**config.mk**
```make
export PLATFORM = sky130hd
export DESIGN_NAME = ttd_dev_flat
export DESIGN_NICKNAME = d
export VERILOG_FILES = /design/src/verilog/ttd_pkg.sv /design/src/verilog/ttd_link_if.sv /design/src/verilog/ttd_dev.sv /design/src/verilog/ttd_cmp.sv /design/src/flat_wrapper.sv
export SDC_FILE = /design/constraint.sdc
export NUM_CORES = 1
export LEC_CHECK = 0
export BUFFER_PORTS_ARGS = -buffer_cell sky130_fd_sc_hd__buf_4
export CORE_MARGIN = 5
export CORE_UTILIZATION = 52
export CTS_CLUSTER_DIAMETER = 100
export DETAILED_ROUTE_END_ITERATION = 8
export GPL_TIMING_DRIVEN = 0
export PLACE_DENSITY_LB_ADDON = 0.15
export SLEW_MARGIN = 30
export SYNTH_ARGS = -nofsm -noshare
export SYNTH_HDL_FRONTEND = slang
export SYNTH_SLANG_ARGS = --single-unit
```
**constraint.sdc**
```tcl
create_clock -name ref_clk_i -period 12.4 [get_ports ref_clk_i]
set_input_delay 2.48 -clock ref_clk_i [delete_from_list [all_inputs] [get_ports ref_clk_i]]
set_output_delay 2.48 -clock ref_clk_i [all_outputs]
set_load 0.1 [all_outputs]
```
**src/verilog/ttd_pkg.sv**
```systemverilog
// shared constants and types for the trace trigger debug unit
package ttd_pkg;
  localparam int ADDR_W = 17;
  localparam int DATA_W = 8;
  localparam int DEPTH = 8;
  // device register offsets on the link
  localparam logic [3:0] OFS_CMP_BASE = 4'h0;
  localparam logic [3:0] OFS_FH = 4'h6;
  localparam logic [3:0] OFS_FL = 4'h7;
  localparam logic [3:0] OFS_CMPX_BASE = 4'h8;
  localparam logic [3:0] OFS_FX = 4'hb;
  localparam logic [3:0] OFS_CTL = 4'hc;
  localparam logic [3:0] OFS_TRG = 4'hd;
  localparam logic [3:0] OFS_STAT = 4'he;
  localparam logic [3:0] OFS_CNT = 4'hf;
  // field positions
  localparam int CTL_EN = 7;
  localparam int CTL_ARM = 6;
  localparam int CTL_TAG = 5;
  localparam int CTL_BRK = 4;
  localparam int CTL_LOOP = 0;
  localparam int TRG_QUAL = 7;
  localparam int TRG_BEGIN = 6;
  localparam logic [7:0] TRG_MASK = 8'hcf;
  localparam logic [7:0] CMPX_MASK = 8'he1;
  // values after reset
  localparam logic [7:0] CMP_RST = 8'h00;
  localparam logic [7:0] TRG_RST = 8'h00;
  localparam logic CTL_BIT_RST = 1'b0;
  localparam logic WAIT_RST = 1'b1;
  localparam logic [ADDR_W-1:0] BR_STEP = 17'h00002;
  typedef enum logic [3:0] {
    TRG_A_ONLY = 4'h0,
    TRG_A_OR_B = 4'h1,
    TRG_A_THEN_B = 4'h2,
    TRG_EVT_B = 4'h3,
    TRG_FULL_AB = 4'h4
  } ttd_trg_t;
  typedef enum logic [1:0] {
    RUN_IDLE = 2'b00,
    RUN_END = 2'b01,
    RUN_WAIT = 2'b10,
    RUN_BEGIN = 2'b11
  } ttd_run_t;
  // controller registers on the axi4-lite side
  localparam logic [3:0] HOST_CMD = 4'h0;
  localparam logic [3:0] HOST_STAT = 4'h4;
  localparam int CMD_WR = 16;
  localparam logic [1:0] RESP_OKAY = 2'h0;
  localparam logic [1:0] RESP_SLVERR = 2'h2;
endpackage

```
**src/verilog/ttd_link_if.sv**
```systemverilog
// link between the debug unit and its controller: core bus plus register port
`timescale 1ns/1ns
interface ttd_link_if;
  logic [ttd_pkg::ADDR_W-1:0] core_addr;
  logic [ttd_pkg::DATA_W-1:0] core_data;
  logic [1:0] core_cof;
  logic [3:0] reg_sel;
  logic reg_wr;
  logic reg_rd;
  logic [7:0] reg_wdata;
  logic [7:0] reg_rdata;
  logic reg_ack;
  modport dev (
    input core_addr, core_data, core_cof, reg_sel, reg_wr, reg_rd, reg_wdata,
    output reg_rdata, reg_ack
  );
  modport host (
    output core_addr, core_data, core_cof, reg_sel, reg_wr, reg_rd, reg_wdata,
    input reg_rdata, reg_ack
  );
endinterface

```
**src/verilog/ttd_dev.sv**
```systemverilog
// trace trigger debug unit: comparators, arming, trace fifo, register port
// Summary of operation
// RL1: each compare bit selects one or zero
// RL2: comparator b high byte ignored in full mode
// RL3: comparators survive end-run reset
// RL4: reset sets waiting; end-run reset keeps matches (here end-run reset clears waiting)
// RL5: match flags a, b, c since arming
// RL6: waiting flag mirrors arm while enabled
// RL7: trigger setup writable only while disarmed
// RL8: trace fifo holds eight words
// RL9: flow addresses, or event data only
// RL10: event modes read high and extension zero
// RL11: destination flow change stores current address
// RL12: taken branch stores previous address minus two
// RL13: begin storage waits, then fills eight
// RL14: event modes support begin storage only
// RL15: end storage runs until trigger, then disarms
// RL16: end trigger at flow address gets stored
// RL17: fifo readable only enabled and disarmed, in order
// RL18: breakpoint kind ignored without breakpoint enable
// RL19: end runs: qualification should match breakpoint kind
// RL20: begin runs: avoid tag-type breakpoint
// RL21: count shows words left; reads advance
//
// The implementer's own choice: the AXI4-Lite interface to the registers.
`timescale 1ns/1ns
module ttd_dev #(
  parameter int DEPTH = ttd_pkg::DEPTH
) (
  input wire logic ref_clk_i,
  input wire logic rst_b_i,
  input wire logic por_b_i,
  ttd_link_if.dev lnk,
  output logic brk_force_o,
  output logic brk_tag_o,
  output logic armed_o
);
  localparam int AW = ttd_pkg::ADDR_W;
  localparam int PW = $clog2(DEPTH);
  localparam int CW = PW + 1;

  logic [7:0] cmp_hi [3];
  logic [7:0] cmp_lo [3];
  logic [7:0] cmp_x [3];
  logic [2:0] hit;
  logic [2:0] flag;
  logic en;
  logic tag;
  logic cpu_breakpoint_enable;
  logic loop1;
  logic waiting;
  logic [7:0] trg_reg;
  ttd_pkg::ttd_run_t state;
  ttd_pkg::ttd_run_t next_state;
  logic [AW-1:0] prev_addr;
  logic [AW-1:0] cof_addr;
  logic [AW-1:0] push_val;
  logic [AW-1:0] head;
  logic [AW-1:0] mem [DEPTH];
  logic [PW-1:0] wptr;
  logic [PW-1:0] rptr;
  logic [CW-1:0] cnt;
  logic [7:0] rd_val;
  logic trig;
  logic evt;
  logic full;
  logic armed;
  logic push;
  logic pop;
  logic run_done;
  logic arm_start;
  logic hard_rst;
  logic soft_rst;
  logic wr_ctl;
  logic wr_trg;
  logic rd_ok;
  logic any_cof;

  // an end run that ends in reset keeps its evidence for the debugger
  assign soft_rst = !rst_b_i && por_b_i && en && !trg_reg[ttd_pkg::TRG_BEGIN]; // see RL3
  assign hard_rst = !por_b_i || (!rst_b_i && !soft_rst);
  assign evt = trg_reg[3:0] == ttd_pkg::TRG_EVT_B;
  assign full = trg_reg[3:0] == ttd_pkg::TRG_FULL_AB;
  assign armed = state != ttd_pkg::RUN_IDLE;
  assign wr_ctl = lnk.reg_wr && (lnk.reg_sel == ttd_pkg::OFS_CTL);
  assign wr_trg = lnk.reg_wr && (lnk.reg_sel == ttd_pkg::OFS_TRG);
  assign rd_ok = en && !armed; // see RL17
  assign any_cof = |lnk.core_cof;
  assign head = mem[rptr];
  assign arm_start = wr_ctl && lnk.reg_wdata[ttd_pkg::CTL_ARM] &&
                     lnk.reg_wdata[ttd_pkg::CTL_EN] && !armed;

  for (genvar g = 0; g < 3; g++) begin : g_cmp
    localparam logic [3:0] OH = ttd_pkg::OFS_CMP_BASE + 4'(2 * g);
    localparam logic [3:0] OL = ttd_pkg::OFS_CMP_BASE + 4'(2 * g + 1);
    localparam logic [3:0] OX = ttd_pkg::OFS_CMPX_BASE + 4'(g);
    logic [AW-1:0] bus;

    always_ff @(posedge ref_clk_i) begin
      if (hard_rst) begin
        cmp_hi[g] <= ttd_pkg::CMP_RST;
        cmp_lo[g] <= ttd_pkg::CMP_RST;
        cmp_x[g] <= ttd_pkg::CMP_RST;
      end else if (!soft_rst && lnk.reg_wr) begin // see RL3
        if (lnk.reg_sel == OH) begin
          cmp_hi[g] <= lnk.reg_wdata;
        end
        if (lnk.reg_sel == OL) begin
          cmp_lo[g] <= lnk.reg_wdata;
        end
        if (lnk.reg_sel == OX) begin
          cmp_x[g] <= lnk.reg_wdata & ttd_pkg::CMPX_MASK;
        end
      end
    end

    // in full mode comparator b looks at the data bus low byte only
    assign bus = (g == 1 && full) ? {9'h000, lnk.core_data} : lnk.core_addr; // see RL2

    ttd_cmp u_cmp (
      .val_i({cmp_x[g][0], cmp_hi[g], cmp_lo[g]}),
      .bus_i(bus),
      .ign_hi_i(g == 1 && full),
      .hit_o(hit[g])
    );

    // flags gather only while armed; arming clears them first
    always_ff @(posedge ref_clk_i) begin
      if (hard_rst) begin
        flag[g] <= 1'b0;
      end else if (!soft_rst) begin // see RL4
        flag[g] <= (flag[g] && !arm_start) || (armed && hit[g]); // see RL5
      end
    end
  end

  always_comb begin
    case (trg_reg[3:0])
      ttd_pkg::TRG_A_ONLY: trig = hit[0];
      ttd_pkg::TRG_A_OR_B: trig = hit[0] || hit[1];
      ttd_pkg::TRG_A_THEN_B: trig = flag[0] && hit[1];
      ttd_pkg::TRG_EVT_B: trig = hit[1];
      ttd_pkg::TRG_FULL_AB: trig = hit[0] && hit[1];
      default: trig = 1'b0;
    endcase
  end

  assign cof_addr = lnk.core_cof[1] ? lnk.core_addr : prev_addr - ttd_pkg::BR_STEP; // see RL11, see RL12
  assign push_val = evt ? AW'(lnk.core_data) : cof_addr; // see RL9

  always_comb begin
    next_state = state;
    push = 1'b0;
    run_done = 1'b0;
    unique case (state)
      ttd_pkg::RUN_IDLE: next_state = state;
      ttd_pkg::RUN_END: begin
        push = any_cof; // see RL15, see RL16
        if (trig) begin
          next_state = ttd_pkg::RUN_IDLE; // see RL15
          run_done = 1'b1;
        end
      end
      ttd_pkg::RUN_WAIT: begin
        if (trig) begin
          next_state = ttd_pkg::RUN_BEGIN; // see RL13
          push = evt || any_cof;
        end
      end
      ttd_pkg::RUN_BEGIN: push = evt ? trig : any_cof;
    endcase
    if (push && state != ttd_pkg::RUN_END && cnt == CW'(DEPTH - 1)) begin
      next_state = ttd_pkg::RUN_IDLE; // see RL13
      run_done = 1'b1;
    end
    if (wr_ctl) begin
      if (!lnk.reg_wdata[ttd_pkg::CTL_ARM]) begin
        next_state = ttd_pkg::RUN_IDLE;
      end else if (arm_start) begin
        // event modes fall back to begin storage
        next_state = (trg_reg[ttd_pkg::TRG_BEGIN] || evt) ?
                     ttd_pkg::RUN_WAIT : ttd_pkg::RUN_END; // see RL14
      end
    end
  end

  always_ff @(posedge ref_clk_i) begin
    if (hard_rst || soft_rst) begin
      state <= ttd_pkg::RUN_IDLE;
    end else begin
      state <= next_state;
    end
  end

  always_ff @(posedge ref_clk_i) begin
    if (hard_rst) begin
      waiting <= ttd_pkg::WAIT_RST; // see RL4
    end else if (soft_rst) begin
      waiting <= 1'b0; // see RL4
    end else if (en) begin
      waiting <= next_state != ttd_pkg::RUN_IDLE; // see RL6, see RL15
    end
  end

  always_ff @(posedge ref_clk_i) begin
    if (hard_rst) begin
      en <= ttd_pkg::CTL_BIT_RST;
      tag <= ttd_pkg::CTL_BIT_RST;
      cpu_breakpoint_enable <= ttd_pkg::CTL_BIT_RST;
      loop1 <= ttd_pkg::CTL_BIT_RST;
    end else if (!soft_rst && wr_ctl) begin
      en <= lnk.reg_wdata[ttd_pkg::CTL_EN];
      tag <= lnk.reg_wdata[ttd_pkg::CTL_TAG];
      cpu_breakpoint_enable <= lnk.reg_wdata[ttd_pkg::CTL_BRK];
      loop1 <= lnk.reg_wdata[ttd_pkg::CTL_LOOP];
    end
  end

  always_ff @(posedge ref_clk_i) begin
    if (hard_rst) begin
      trg_reg <= ttd_pkg::TRG_RST;
    end else if (!soft_rst && wr_trg && !armed) begin // see RL7
      trg_reg <= lnk.reg_wdata & ttd_pkg::TRG_MASK;
    end
  end

  always_ff @(posedge ref_clk_i) begin
    if (!por_b_i || !rst_b_i) begin
      prev_addr <= '0;
    end else begin
      prev_addr <= lnk.core_addr; // see RL12
    end
  end

  // no reset on the storage itself; fifo reads return the head entry even when the count is zero
  always_ff @(posedge ref_clk_i) begin
    if (push && por_b_i && rst_b_i) begin
      mem[wptr] <= push_val; // see RL8
    end
  end

  assign pop = lnk.reg_rd && (lnk.reg_sel == ttd_pkg::OFS_FL) && rd_ok && cnt != '0;

  // pointers wrap, so the depth must be a power of two
  always_ff @(posedge ref_clk_i) begin
    if (hard_rst || arm_start) begin
      wptr <= '0;
      rptr <= '0;
      cnt <= '0;
    end else if (!soft_rst) begin
      if (push) begin
        wptr <= wptr + PW'(1);
        if (cnt == CW'(DEPTH)) begin
          rptr <= rptr + PW'(1); // end runs keep the newest words
        end else begin
          cnt <= cnt + CW'(1);
        end
      end else if (pop) begin
        rptr <= rptr + PW'(1); // see RL17, see RL21
        cnt <= cnt - CW'(1); // see RL21
      end
    end
  end

  always_comb begin
    rd_val = 8'h00;
    for (int i = 0; i < 3; i++) begin
      if (lnk.reg_sel == ttd_pkg::OFS_CMP_BASE + 4'(2 * i)) begin
        rd_val = cmp_hi[i];
      end
      if (lnk.reg_sel == ttd_pkg::OFS_CMP_BASE + 4'(2 * i + 1)) begin
        rd_val = cmp_lo[i];
      end
      if (lnk.reg_sel == ttd_pkg::OFS_CMPX_BASE + 4'(i)) begin
        rd_val = cmp_x[i];
      end
    end
    if (lnk.reg_sel == ttd_pkg::OFS_FH && rd_ok && !evt) begin
      rd_val = head[15:8]; // see RL10
    end
    if (lnk.reg_sel == ttd_pkg::OFS_FL && rd_ok) begin
      rd_val = head[7:0];
    end
    if (lnk.reg_sel == ttd_pkg::OFS_FX && rd_ok && !evt) begin
      rd_val = {7'h00, head[16]}; // see RL10
    end
    if (lnk.reg_sel == ttd_pkg::OFS_CTL) begin
      rd_val = {en, armed, tag, cpu_breakpoint_enable, 3'h0, loop1};
    end
    if (lnk.reg_sel == ttd_pkg::OFS_TRG) begin
      rd_val = trg_reg;
    end
    if (lnk.reg_sel == ttd_pkg::OFS_STAT) begin
      rd_val = {flag[0], flag[1], flag[2], 4'h0, waiting}; // see RL5, see RL6
    end
    if (lnk.reg_sel == ttd_pkg::OFS_CNT) begin
      rd_val = 8'(cnt); // see RL21
    end
  end

  always_ff @(posedge ref_clk_i) begin
    if (!por_b_i || !rst_b_i) begin
      lnk.reg_rdata <= 8'h00;
      lnk.reg_ack <= 1'b0;
      brk_force_o <= 1'b0;
      brk_tag_o <= 1'b0;
      armed_o <= 1'b0;
    end else begin
      lnk.reg_ack <= lnk.reg_rd || lnk.reg_wr;
      if (lnk.reg_rd) begin
        lnk.reg_rdata <= rd_val;
      end
      brk_force_o <= run_done && cpu_breakpoint_enable && !tag; // see RL18
      brk_tag_o <= run_done && cpu_breakpoint_enable && tag; // see RL18
      armed_o <= next_state != ttd_pkg::RUN_IDLE;
    end
  end
endmodule

```
**src/verilog/ttd_cmp.sv**
```systemverilog
// one address comparator
`timescale 1ns/1ns
module ttd_cmp (
  input wire logic [ttd_pkg::ADDR_W-1:0] val_i,
  input wire logic [ttd_pkg::ADDR_W-1:0] bus_i,
  input wire logic ign_hi_i,
  output logic hit_o
);
  localparam int AW = ttd_pkg::ADDR_W;

  // each value bit says whether its bus bit must be one or zero
  assign hit_o = (bus_i[7:0] == val_i[7:0]) &&
                 (ign_hi_i || (bus_i[AW-1:8] == val_i[AW-1:8])); // see RL1, see RL2
endmodule

```
**src/flat_wrapper.sv**
```systemverilog
// flat-port wrapper written by rule: the top's interface ports become plain ports
module ttd_dev_flat 
#(
  parameter int DEPTH = ttd_pkg::DEPTH
)
  (ref_clk_i, rst_b_i, por_b_i, brk_force_o, brk_tag_o, armed_o, lnk_core_addr, lnk_core_data, lnk_core_cof, lnk_reg_sel, lnk_reg_wr, lnk_reg_rd, lnk_reg_wdata, lnk_reg_rdata, lnk_reg_ack);
  ttd_link_if lnk_i ();
  input wire logic ref_clk_i;
  input wire logic rst_b_i;
  input wire logic por_b_i;
  output logic brk_force_o;
  output logic brk_tag_o;
  output logic armed_o;
  input wire logic [$bits(lnk_i.core_addr)-1:0] lnk_core_addr;
  input wire logic [$bits(lnk_i.core_data)-1:0] lnk_core_data;
  input wire logic [$bits(lnk_i.core_cof)-1:0] lnk_core_cof;
  input wire logic [$bits(lnk_i.reg_sel)-1:0] lnk_reg_sel;
  input wire logic [$bits(lnk_i.reg_wr)-1:0] lnk_reg_wr;
  input wire logic [$bits(lnk_i.reg_rd)-1:0] lnk_reg_rd;
  input wire logic [$bits(lnk_i.reg_wdata)-1:0] lnk_reg_wdata;
  output wire logic [$bits(lnk_i.reg_rdata)-1:0] lnk_reg_rdata;
  output wire logic [$bits(lnk_i.reg_ack)-1:0] lnk_reg_ack;
  assign lnk_i.core_addr = lnk_core_addr;
  assign lnk_i.core_data = lnk_core_data;
  assign lnk_i.core_cof = lnk_core_cof;
  assign lnk_i.reg_sel = lnk_reg_sel;
  assign lnk_i.reg_wr = lnk_reg_wr;
  assign lnk_i.reg_rd = lnk_reg_rd;
  assign lnk_i.reg_wdata = lnk_reg_wdata;
  assign lnk_reg_rdata = lnk_i.reg_rdata;
  assign lnk_reg_ack = lnk_i.reg_ack;
  ttd_dev #(.DEPTH(DEPTH)) u_core (.ref_clk_i(ref_clk_i), .rst_b_i(rst_b_i), .por_b_i(por_b_i), .lnk(lnk_i), .brk_force_o(brk_force_o), .brk_tag_o(brk_tag_o), .armed_o(armed_o));
endmodule
```
Yosys cells after proc, flatten, opt, wreduce, memory -nomap -nowiden
Memory sizes are Yosys's and may differ from the RTL's. A register that Yosys moved wholly into a read port is not among the register bits.
Cells that the tools add are included.
{ "op_classes": {"add_sub_neg": 5, "eq_ne": 33, "n_mux": 93, "bitwise_logic": 10, "n_reduce_logical": 71} }
{ "ops": {"columns": ["operator", "count"], "rows": [
  ["two-way mux 8 bit", 22],
  ["two-way mux 17 bit", 3],
  ["two-way mux 1 bit", 47],
  ["logical AND 1 bit", 40],
  ["== test 4 bit, second input constant", 9],
  ["== test 9 bit", 3],
  ["== test 4 x 3 -> 1 bit, second input constant", 6],
  ["== test 8 bit", 3],
  ["two-way mux 4 bit", 6],
  ["subtractor 17 x 2 -> 17 bit, second input constant", 1],
  ["== test 4 x 2 -> 1 bit, second input constant", 4],
  ["two-way mux 3 bit", 5],
  ["two-way mux 2 bit", 7],
  ["logical OR 1 bit", 12],
  ["OR 1 bit", 9],
  ["== test 4 x 1 -> 1 bit, second input constant", 2],
  ["logical NOT 1 bit", 8],
  ["logical NOT 4 bit", 2],
  ["nonzero test 2 bit", 4],
  ["adder 3 x 1 -> 3 bit, second input constant", 2],
  ["AND reduction 3 bit", 2],
  ["one-hot mux 1 bit (5 select lines)", 1],
  ["adder 4 x 1 -> 4 bit, second input constant", 1],
  ["== test 2 bit, second input constant", 2],
  ["10 further kinds", 11]
]} }
{ "totals": {"register_bits": 55, "mem_bits_rw": 196, "input_bits": 44, "out_inout_bits": 12, "wordCells": 235, "mem_count": 4} }
{ "mem_list": {"columns": ["memory", "depth", "width", "read_ports", "rd_ports_with_merged_regs", "write_ports", "line_no", "rtl"], "rows": [
  ["u_core.mem", 8, 17, 1, 1, 1, "ttd_dev.sv:59", "logic [AW-1:0] mem [DEPTH];"],
  ["u_core.cmp_hi", 3, 8, 3, 0, 3, "ttd_dev.sv:42", "logic [7:0] cmp_hi [3];"],
  ["u_core.cmp_lo", 3, 8, 3, 0, 3, "ttd_dev.sv:43", "logic [7:0] cmp_lo [3];"],
  ["u_core.cmp_x", 3, 4, 3, 0, 3, "ttd_dev.sv:44", "logic [7:0] cmp_x [3];"]
]} }

Logic depth before layout (Yosys ltp)
Gate-level depths: netlist (run 1).
{ "logic_depth": {"depth_word": 18, "mapped_depth": 14, "ltp_nobuf": 13} }

Hierarchy
A second synthesis (run 1) with hierarchy kept.
{ "hier_totals": {"hier_cells": 1002, "hier_area_um2": 12177.9} }
{ "by_module_without_submodules": {"columns": ["mod", "n_inst", "cells_per_inst", "area_per_inst_um2", "seq_area_each_um2"], "rows": [
  ["ttd_dev", 1, 933, 11603.6, 7046.8],
  ["ttd_cmp", 3, 23, 191.4, 0.0]
]} }

Least setup slack after synthesis (run 1)
No wires, ideal clock.
{ "synth_timing": {"path_kind": "input-to-reg", "start": "in lnk_core_addr[2]", "end": "mem u_core.mem[0][0] (netlist bit), enable pin", "setup_time_ns": 0.413, "arrival_time_ns": 5.714, "required_ns": 11.987, "path_slack_ns": 6.273, "stages": 9, "n_path_buf": 0, "cell_sequence": "xor2_1 > or4_1 > nor4_1 > o21ai_1 > or4_4 > nand3_2 > inv_2 > or3_4 > nor3_1"} }
{ "synth_via": {"elab_chain_len": 11, "word_cells_on_any_way": 16, "classes_between": "2 x eq/ne; 7 x mux; 7 x reduce/logical"} }
{ "synth_rtl": {"columns": ["element", "line_no", "rtl"], "rows": [
  ["start, declared", "flat_wrapper.sv:14", "input wire logic [$bits(lnk_i.core_addr)-1:0] lnk_core_addr;"],
  ["two-way mux 17 bit", "ttd_dev.sv:118", "assign bus = (g == 1 && full) ? {9'h000, lnk.core_data} : lnk.core_addr;"],
  ["== test 8 bit", "ttd_cmp.sv:12", "assign hit_o = (bus_i[7:0] == val_i[7:0]) &&"],
  ["logical AND 1 bit", "ttd_cmp.sv:12", null],
  ["logical AND 1 bit, or another cell as far along", "ttd_dev.sv:143", "ttd_pkg::TRG_FULL_AB: trig = hit[0] && hit[1];"],
  ["one-hot mux 1 bit (5 select lines) *", "ttd_dev.sv:138", "case (trg_reg[3:0])"],
  ["two-way mux 1 bit, on equally long branches", "ttd_dev.sv:170, ttd_dev.sv:165", null],
  ["one-hot mux 1 bit (3 select lines) *", "ttd_dev.sv:155", "unique case (state)"],
  ["logical AND 1 bit * (2 in series)", "ttd_dev.sv:237", "if (push && por_b_i && rst_b_i) begin"],
  ["two-way mux 1 bit *", "ttd_dev.sv:237", null],
  ["two-way mux 1 bit (not written as such) *", "ttd_dev.sv:238", "mem[wptr] <= push_val;"],
  ["end, declared", "ttd_dev.sv:59", null]
]} }
Mark *: on every way between the ends. The rest lies on a longest branch, timed or not.

Worst setup path after layout (run 1)
{ "layout_timing": {"start": "in lnk_core_addr[9]", "end": "mem u_core.mem[0][0] (netlist bit), enable pin"} }
{ "layout_via": {"elab_chain_len": 12, "word_cells_on_any_way": 17, "classes_between": "2 x eq/ne; 7 x mux; 8 x reduce/logical"} }
{ "layout_rtl": {"columns": ["element", "line_no", "rtl"], "rows": [
  ["two-way mux 17 bit", "ttd_dev.sv:118", null],
  ["== test 9 bit", "ttd_cmp.sv:13", "(ign_hi_i || (bus_i[AW-1:8] == val_i[AW-1:8]));"],
  ["logical OR 1 bit", "ttd_cmp.sv:13", null],
  ["logical AND 1 bit", "ttd_cmp.sv:12", null],
  ["logical AND 1 bit, or another cell as far along", "ttd_dev.sv:143", null],
  ["one-hot mux 1 bit (5 select lines) *", "ttd_dev.sv:138", null],
  ["two-way mux 1 bit, on equally long branches", "ttd_dev.sv:170, ttd_dev.sv:165", null],
  ["one-hot mux 1 bit (3 select lines) *", "ttd_dev.sv:155", null],
  ["logical AND 1 bit * (2 in series)", "ttd_dev.sv:237", null],
  ["two-way mux 1 bit *", "ttd_dev.sv:237", null],
  ["two-way mux 1 bit (not written as such) *", "ttd_dev.sv:238", null]
]} }
Marked as above.

==> results of run 1 <==
## per-layer routing
layer  vias to the layer above  wire length [um]  part of all wire
met1                      4171             14900              0.44
met2                       465             15100              0.44
met4                         0              1050             0.031
met5                         -                 0                 0
li1                       3848                 -                 -
met3                        79              3180             0.093
## worst max-delay path: cells and delay by family
kind | cells | cell delay (ps)
buffers and inverters | 4 | 950
AO/OA/AOI/OAI | 2 | 230
AND/OR/NAND/NOR | 6 | 2340
## cells in the mapped netlist (13+ instances only)
cell type	n
edfxtp_1	196
nor2_1	86
nand2_1	68
and2_1	63
dfxtp_1	58
o21ai_0	55
clkbuf_1	43
xnor2_1	41
a21oi_1	40
mux2i_1	36
mux4_2	34
xor2_1	26
and3_1	18
inv_1	13
nor3_1	13
## cell type report
cell class,count,area (um^2),area share
tap,313,392,0.0280
sequential,254,7050,0.503
clock buffer,30,687,0.0491
buffer,54,243,0.0173
multi-input combinational,660,4840,0.346
timing repair buffer,48,400,0.0286
clock inverter,20,330,0.0236
inverter,16,60.1,0.00429
## worst min-delay path by stage
stage | start | end | depth (start not counted)
6_report | u_core.lnk.reg_rdata[6]$_SDFFE_PP0P_ | u_core.lnk.reg_rdata[6]$_SDFFE_PP0P_ | 2
5_1_grt | u_core.lnk.reg_rdata[6]$_SDFFE_PP0P_ | u_core.lnk.reg_rdata[6]$_SDFFE_PP0P_ | 2
4_1_cts | u_core.lnk.reg_rdata[6]$_SDFFE_PP0P_ | u_core.lnk.reg_rdata[6]$_SDFFE_PP0P_ | 2
3_5_place_dp | u_core.lnk.reg_rdata[6]$_SDFFE_PP0P_ | u_core.lnk.reg_rdata[6]$_SDFFE_PP0P_ | 2
3_3_place_gp | u_core.lnk.reg_rdata[6]$_SDFFE_PP0P_ | u_core.lnk.reg_rdata[6]$_SDFFE_PP0P_ | 2
2_1_floorplan | u_core.flag[2]$_SDFFE_PP0N_ | u_core.flag[2]$_SDFFE_PP0N_ | 2
## cell usage in the layout (no fill, tap or decap), types with 34 or more instances in the layout
master / instances
mux4_2: 34
nor2_1: 80
nand2_1: 68
a21oi_1: 40
dfxtp_1: 58
mux2i_1: 36
buf_4: 46
xnor2_1: 41
edfxtp_1: 196
o21ai_0: 47
and2_1: 63
clkbuf_1: 46
## metrics by stage
step           cells  total power [uW]  instance area (um^2)  utilization
2_1_floorplan    984              1040                 12100            -
5_1_grt         1395              2070                 14000        0.615
4_1_cts         1395              2010                 14000        0.614
6_report        1395              2010                 14000        0.615
3_5_place_dp    1345              1100                 13000        0.570
3_3_place_gp    1338              1100                 12800        0.563
## power by group through the flow
stage	Clock [uW]	Sequential (uW)	Combinational [uW]
after floorplan	0	968	75.1
after global placement	0	965	131
after detailed placement	0	966	132
after CTS	930	948	133
after global routing	972	948	146
final	923	948	137
## cell families (layout without fill, tap and decap cells)
family	count (synthesis)	in the layout	synth area share
xor gates and xnor gates	67	67	0.0484
and+or+nand+nor	338	338	0.149
DFF	254	254	0.582
buffers and inverters	70	168	0.0248
adders and majority gates	6	6	0.00682
AOI/OAI and AO/OA	173	173	0.0911
muxes	76	76	0.0985
==> impl_metrics.csv, run 1 <==
group,metric,value,unit
logic_synthesis,syn_inst,984,
setup_path,end_kind,"flop",
die,rows,55,
die,num_io_pins,56,
clock_network,cts_sinks,254,
global_routing,met2_usage,0.394,
die,start_util,0.532,
setup_path,r2r_start,"u_core.trg_reg[0]$_SDFFE_PP0P_",
drt,ant_nets,0,
clock_network,postCtsSetupBuffers,0,
setup_path,cp_max_fo,10,
drt,drc_errors,0,
logic_synthesis,yosysTopAreaCell,"edfxtp_1",
pwr,pwr-share-clk,0.460,
sta,fmax,0.173,GHz
logic_synthesis,yosysSeqAreaShare,0.582,
sta,hold_ws,480,ps
pwr,switching_share,0.220,
clock_network,cts-resized-gates,0,
logic_synthesis,ys_types,75,
cells_and_area,area_growth,15.6,%
sta,max_slew_margin,0.351,
cells_and_area,largestRegisters,"u_core.mem x136, u_core.cmp_hi x24, u_core.cmp_lo x24",
setup_path,critical_path_class,"input pin to flop",
logic_synthesis,syn_nets,1034,
pwr,intPower,1570,uW
clock_network,insertion_delay,540,ps
place,dp_hpwl,24500,um
logic_synthesis,synthesis.area,12100,um^2
status,outcome,"finished, final reports clean",
setup_path,r2r-end,"u_core.mem[0][0]$_DFFE_PP_",
pwr,pwr-share-comb,0.068,
sta,setup_viol,0,
drt,firstDrtPassIters,5,
logic_synthesis,ys_warn_count,0,
logic_synthesis,synthFlopType,"edfxtp_1",
pwr,sequentialPowerShare,0.472,
place,pre_cts_slack,6140,ps
clock_network,cts_max_path_buffers,3,
job,drv_cap,0,
logic_synthesis,ys_seq_elements,254,
pwr,p_leak,0.00486,uW
sta,fin_setup_tns,0,ps
clock_network,htreeDepth,1,
setup_path,rr_worst_depth,12,
sta,tightest_slew,963,ps
logic_synthesis,synth-edff-count,196,
setup_path,endpoint,"u_core.mem[0][0]$_DFFE_PP_",
global_routing,busiest_layer,"met2",
die,die_h,163,um
setup_path,critical_path_arrival,6010,ps
sta,rsz0062_at_grt,"false",
die,coreArea,22800,um^2
sta,period_share,0.466,
setup_path,critPathMaxStageDelay,650,ps
global_routing,grt_pass1_vias,8296,
clock_network,cts_root_buf,"clkbuf_16",
logic_synthesis,syn_avg_cell_area,12.3,um^2
cells_and_area,largest_register_ffs,136,
cells_and_area,antenna_cells,0,
clock_network,holdBufCountCts,0,
setup_path,worstSetupStartpointType,"input pin",
sta,fin_ws,6620,ps
clock_network,cts_tree,"done",
sta,finClkSkew,18.5,ps
cells_and_area,fin_nets,1111,
logic_synthesis,synth_top_area_frac,0.486,
global_routing,use_met3,0.0486,
sta,hold_violations,0,
drt,avgViaCountPerCell,6.14,
setup_path,rrSetupSlack,8100,ps
logic_synthesis,async_reset_ff_frac,0,
pwr,ir_drop,0.120,mV
drt,wirelength,34200,um
sta,drv_slew,0,
cells_and_area,regMostFlops,"u_core.mem",
global_routing,grt_start_max_net_pins,18,
global_routing,antenna_found_initial,0,
worst_hold_path,min_path_type,"flop to flop",
die,die_area,26500,um^2
place,place.gp.congestion,0.956,
clock_network,clkSlewWorstSetupHoldPaths,60,ps
die,die_width,163,um
place,io_buffers,41,
sta,period_needed,5780,ps
cells_and_area,drive_above_1_share,0.157,
clock_network,numCtsBuffers,27,
setup_path,worstPathCellList,"clkbuf_1 -> nor4bb_1 -> a31oi_2 -> o32ai_1 -> nand4_1 -> or4_4 -> nand3_2 -> inv_2 -> or3_4 -> nor3_2 -> buf_4 -> buf_4",
setup_path,crit_slowest_cell,"or4_4",
cells_and_area,fill_cells,1820,
pwr,power_density,143,nW/um^2
global_routing,use_met1,0.389,
setup_path,worstPathRequired,12620,ps
logic_synthesis,yosys-top-cells-area,"edfxtp_1, dfxtp_1, mux4_2",
global_routing,grt_pass1_wl,51500,um
setup_path,crit_top_cell,"buf_4",
drt,first_iter_violations,912,
global_routing,grt_overflow,0,
drt,vias,8563,
pwr,switchingPower,441,uW
global_routing,track_usage,0.260,
drt,post_drt_wl_per_cell,24.5,um
setup_path,cp-startpoint,"lnk_core_addr[9]",
No activity file was read; power rests on OpenSTA's default activity.
==> inputs of run 2 (changes only) <==
Settings changed: ABC_AREA set to 1.
Clock period 12.4 ns to 5.75 ns, I/O delays scaled along.
==> impl_metrics.csv, run 2 <==
group,metric,value,unit
status,outcome,"finished, final reports clean",
die,start_util,0.527,
setup_path,rr_worst_depth,19,
global_routing,grt_start_max_net_pins,18,
pwr,p_leak,0.00536,uW
cells_and_area,drive_above_1_share,0.0903,
logic_synthesis,yosysTopAreaCell,"edfxtp_1",
sta,finClkSkew,11.7,ps
global_routing,grt_pass1_vias,9248,
job,drv_cap,0,
clock_network,postCtsSetupBuffers,0,
setup_path,cp_top_family,"simple AND/OR/NAND/NOR gates",
cells_and_area,largestRegisters,"u_core.mem x136, u_core.cmp_hi x24, u_core.cmp_lo x24",
logic_synthesis,synthFlopType,"edfxtp_1",
clock_network,cts_sinks,254,
cells_and_area,final_util,0.604,
logic_synthesis,yosysSeqAreaShare,0.591,
cells_and_area,area_growth,14.7,%
place,dp_hpwl,25600,um
pwr,ir_drop,0.256,mV
setup_path,cp-startpoint,"lnk_core_addr[16]",
drt,post_drt_wl_per_cell,21.5,um
setup_path,end_kind,"flop",
logic_synthesis,synth_top_area_frac,0.493,
worst_hold_path,hold_path.startpoint,"u_core.tag$_SDFFE_PP0P_",
logic_synthesis,async_reset_ff_frac,0,
drt,drc_errors,0,
clock_network,clkSlewWorstSetupHoldPaths,60,ps
logic_synthesis,synthesis.area,11900,um^2
cells_and_area,regMostFlops,"u_core.mem",
drt,vias,9770,
logic_synthesis,syn_avg_cell_area,9.30,um^2
sta,period_share,0.664,
die,coreArea,22600,um^2
worst_hold_path,whs_path_depth,1,
clock_network,cts_root_buf,"clkbuf_16",
place,place.gp.congestion,0.973,
sta,rsz0062_at_grt,"false",
die,die_area,26100,um^2
logic_synthesis,syn_inst,1282,
logic_synthesis,ys_seq_elements,254,
pwr,power.total,4120,uW
logic_synthesis,ys_warn_count,0,
clock_network,cts-resized-gates,0,
drt,wirelength,35800,um
setup_path,rrSetupSlack,2020,ps
setup_path,r2r_start,"u_core.trg_reg[2]$_SDFFE_PP0P_",
logic_synthesis,yosys-top-cells-area,"edfxtp_1, dfxtp_1, nand2_1",
clock_network,insertion_delay,540,ps
cells_and_area,fin_nets,1414,
worst_hold_path,hold_path_end,"u_core.brk_force_o$_SDFF_PP0_",
setup_path,r2r-end,"u_core.mem[5][8]$_DFFE_PP_",
logic_synthesis,synthTopCellsByCount,"nand2_1, nor2_1, edfxtp_1, inv_1, o21ai_0",
logic_synthesis,ys_types,48,
sta,period_needed,3820,ps
clock_network,cts_tree,"done",
setup_path,crit_slowest_cell,"nor2_4",
cells_and_area,largest_register_ffs,136,
setup_path,timing.critical_path.buf_inv,1,
clock_network,htreeDepth,1,
pwr,power_density,301,nW/um^2
global_routing,grt_pass1_wl,54300,um
place,io_buffers,54,
setup_path,cp_max_fo,17,
global_routing,track_usage,0.271,
setup_path,worstPathRequired,5920,ps
logic_synthesis,synth-edff-count,196,
drt,first_iter_violations,1018,
sta,fin_setup_tns,0,ps
cells_and_area,antenna_cells,0,
setup_path,worstPathCellList,"clkbuf_1 -> xor2_1 -> a21oi_1 -> nand3_1 -> nor2_1 -> nand2_1 -> nand2_1 -> nand3_1 -> nand2_1 -> nand2_2 -> nand2_4 -> nand2_2 -> nor2_1 -> nand2_1 -> nor2_4",
clock_network,holdBufCountCts,0,
clock_network,numCtsBuffers,26,
sta,tightest_slew,940,ps
logic_synthesis,synth.most_common_cell,"nand2_1",
setup_path,critPathMaxStageDelay,610,ps
setup_path,critical_path_arrival,3980,ps
drt,ant_nets,0,
setup_path,critical_path_class,"input pin to flop",
clock_network,cts_max_path_buffers,3,
sta,hold_violations,0,
drt,avgViaCountPerCell,5.85,
drt,firstDrtPassIters,6,
die,num_io_pins,56,
global_routing,grt_overflow,0,
worst_hold_path,min_path_type,"flop to flop",
sta,max_slew_margin,0.370,
sta,fmax,0.262,GHz
die,die_h,161,um
sta,setup_viol,0,
cells_and_area,final_cell_mix,"nand2_1, edfxtp_1, nor2_1",
die,rows,55,
global_routing,antenna_found_initial,0,
logic_synthesis,syn_nets,1332,
sta,drv_slew,0,
cells_and_area,layout_commonest_cell,"nand2_1",
setup_path,worstSetupStartpointType,"input pin",
setup_path,crit_top_cell,"nand2_1",
die,die_width,161,um
[run 2: cell types whose count changed after synthesis, sizes merged, moves of 36 or more]
cell,delta
nand3,+52
mux2i,-36
inv,+114
nand2,+183
and2,-64
a21oi,+38
o21ai,+45
nor2,+117
[run 2: where the power goes]
group          total, uW  switching, uW  internal, uW
registers           2040           18.6          2020
clock network       1810            713          1100
logic                274            196          78.0
total               4120            927          3190
[run 2: cells by family (layout without fill, tap and decap cells)]
| group | Yosys count | count (layout) | synth area share |
|---|---|---|---|
| flops | 254 | 254 | 0.591 |
| xor+xnor | 30 | 30 | 0.0220 |
| fa+ha+maj | 6 | 6 | 0.00692 |
| simple gates | 563 | 563 | 0.199 |
| buf+inv | 175 | 277 | 0.0558 |
| compound gates | 254 | 254 | 0.125 |
[run 2: worst max path at each step]
stage	to	cells after the start
after floorplan	u_core.mem[0][0]$_DFFE_PP_	13
after global placement	u_core.mem[7][15]$_DFFE_PP_	15
after detailed placement	u_core.mem[7][3]$_DFFE_PP_	15
after CTS	u_core.mem[7][10]$_DFFE_PP_	15
after global routing	u_core.mem[7][10]$_DFFE_PP_	19
final	u_core.mem[5][8]$_DFFE_PP_	15
[run 2: layer usage]
metal	wire [um]	global-route usage
met1	14500	0.367
met2	17300	0.457
met3	2700	0.0339
met4	1340	0.0884
met5	0	0
[run 2: area by class of cell]
| cell class | count | area [um^2] |
|---|---|---|
| tap | 285 | 357 |
| multi-input combinational | 853 | 4290 |
| fill | 1980 | 8960 |
| buffer | 45 | 178 |
| clock inverter | 13 | 206 |
| clock buffer | 35 | 714 |
| sequential | 254 | 7050 |
| timing repair buffer | 54 | 405 |
| inverter | 130 | 488 |
[run 2: metrics by stage]
stage	hold slack, ps	instance area (um^2)	worst slack (ps)	cells
floorplan	423	11900	2080	1282
global placement	447	12700	611	1621
detailed placement	452	12800	1430	1621
CTS	461	13700	1970	1669
global route	488	13700	1710	1669
finish	457	13700	1930	1669
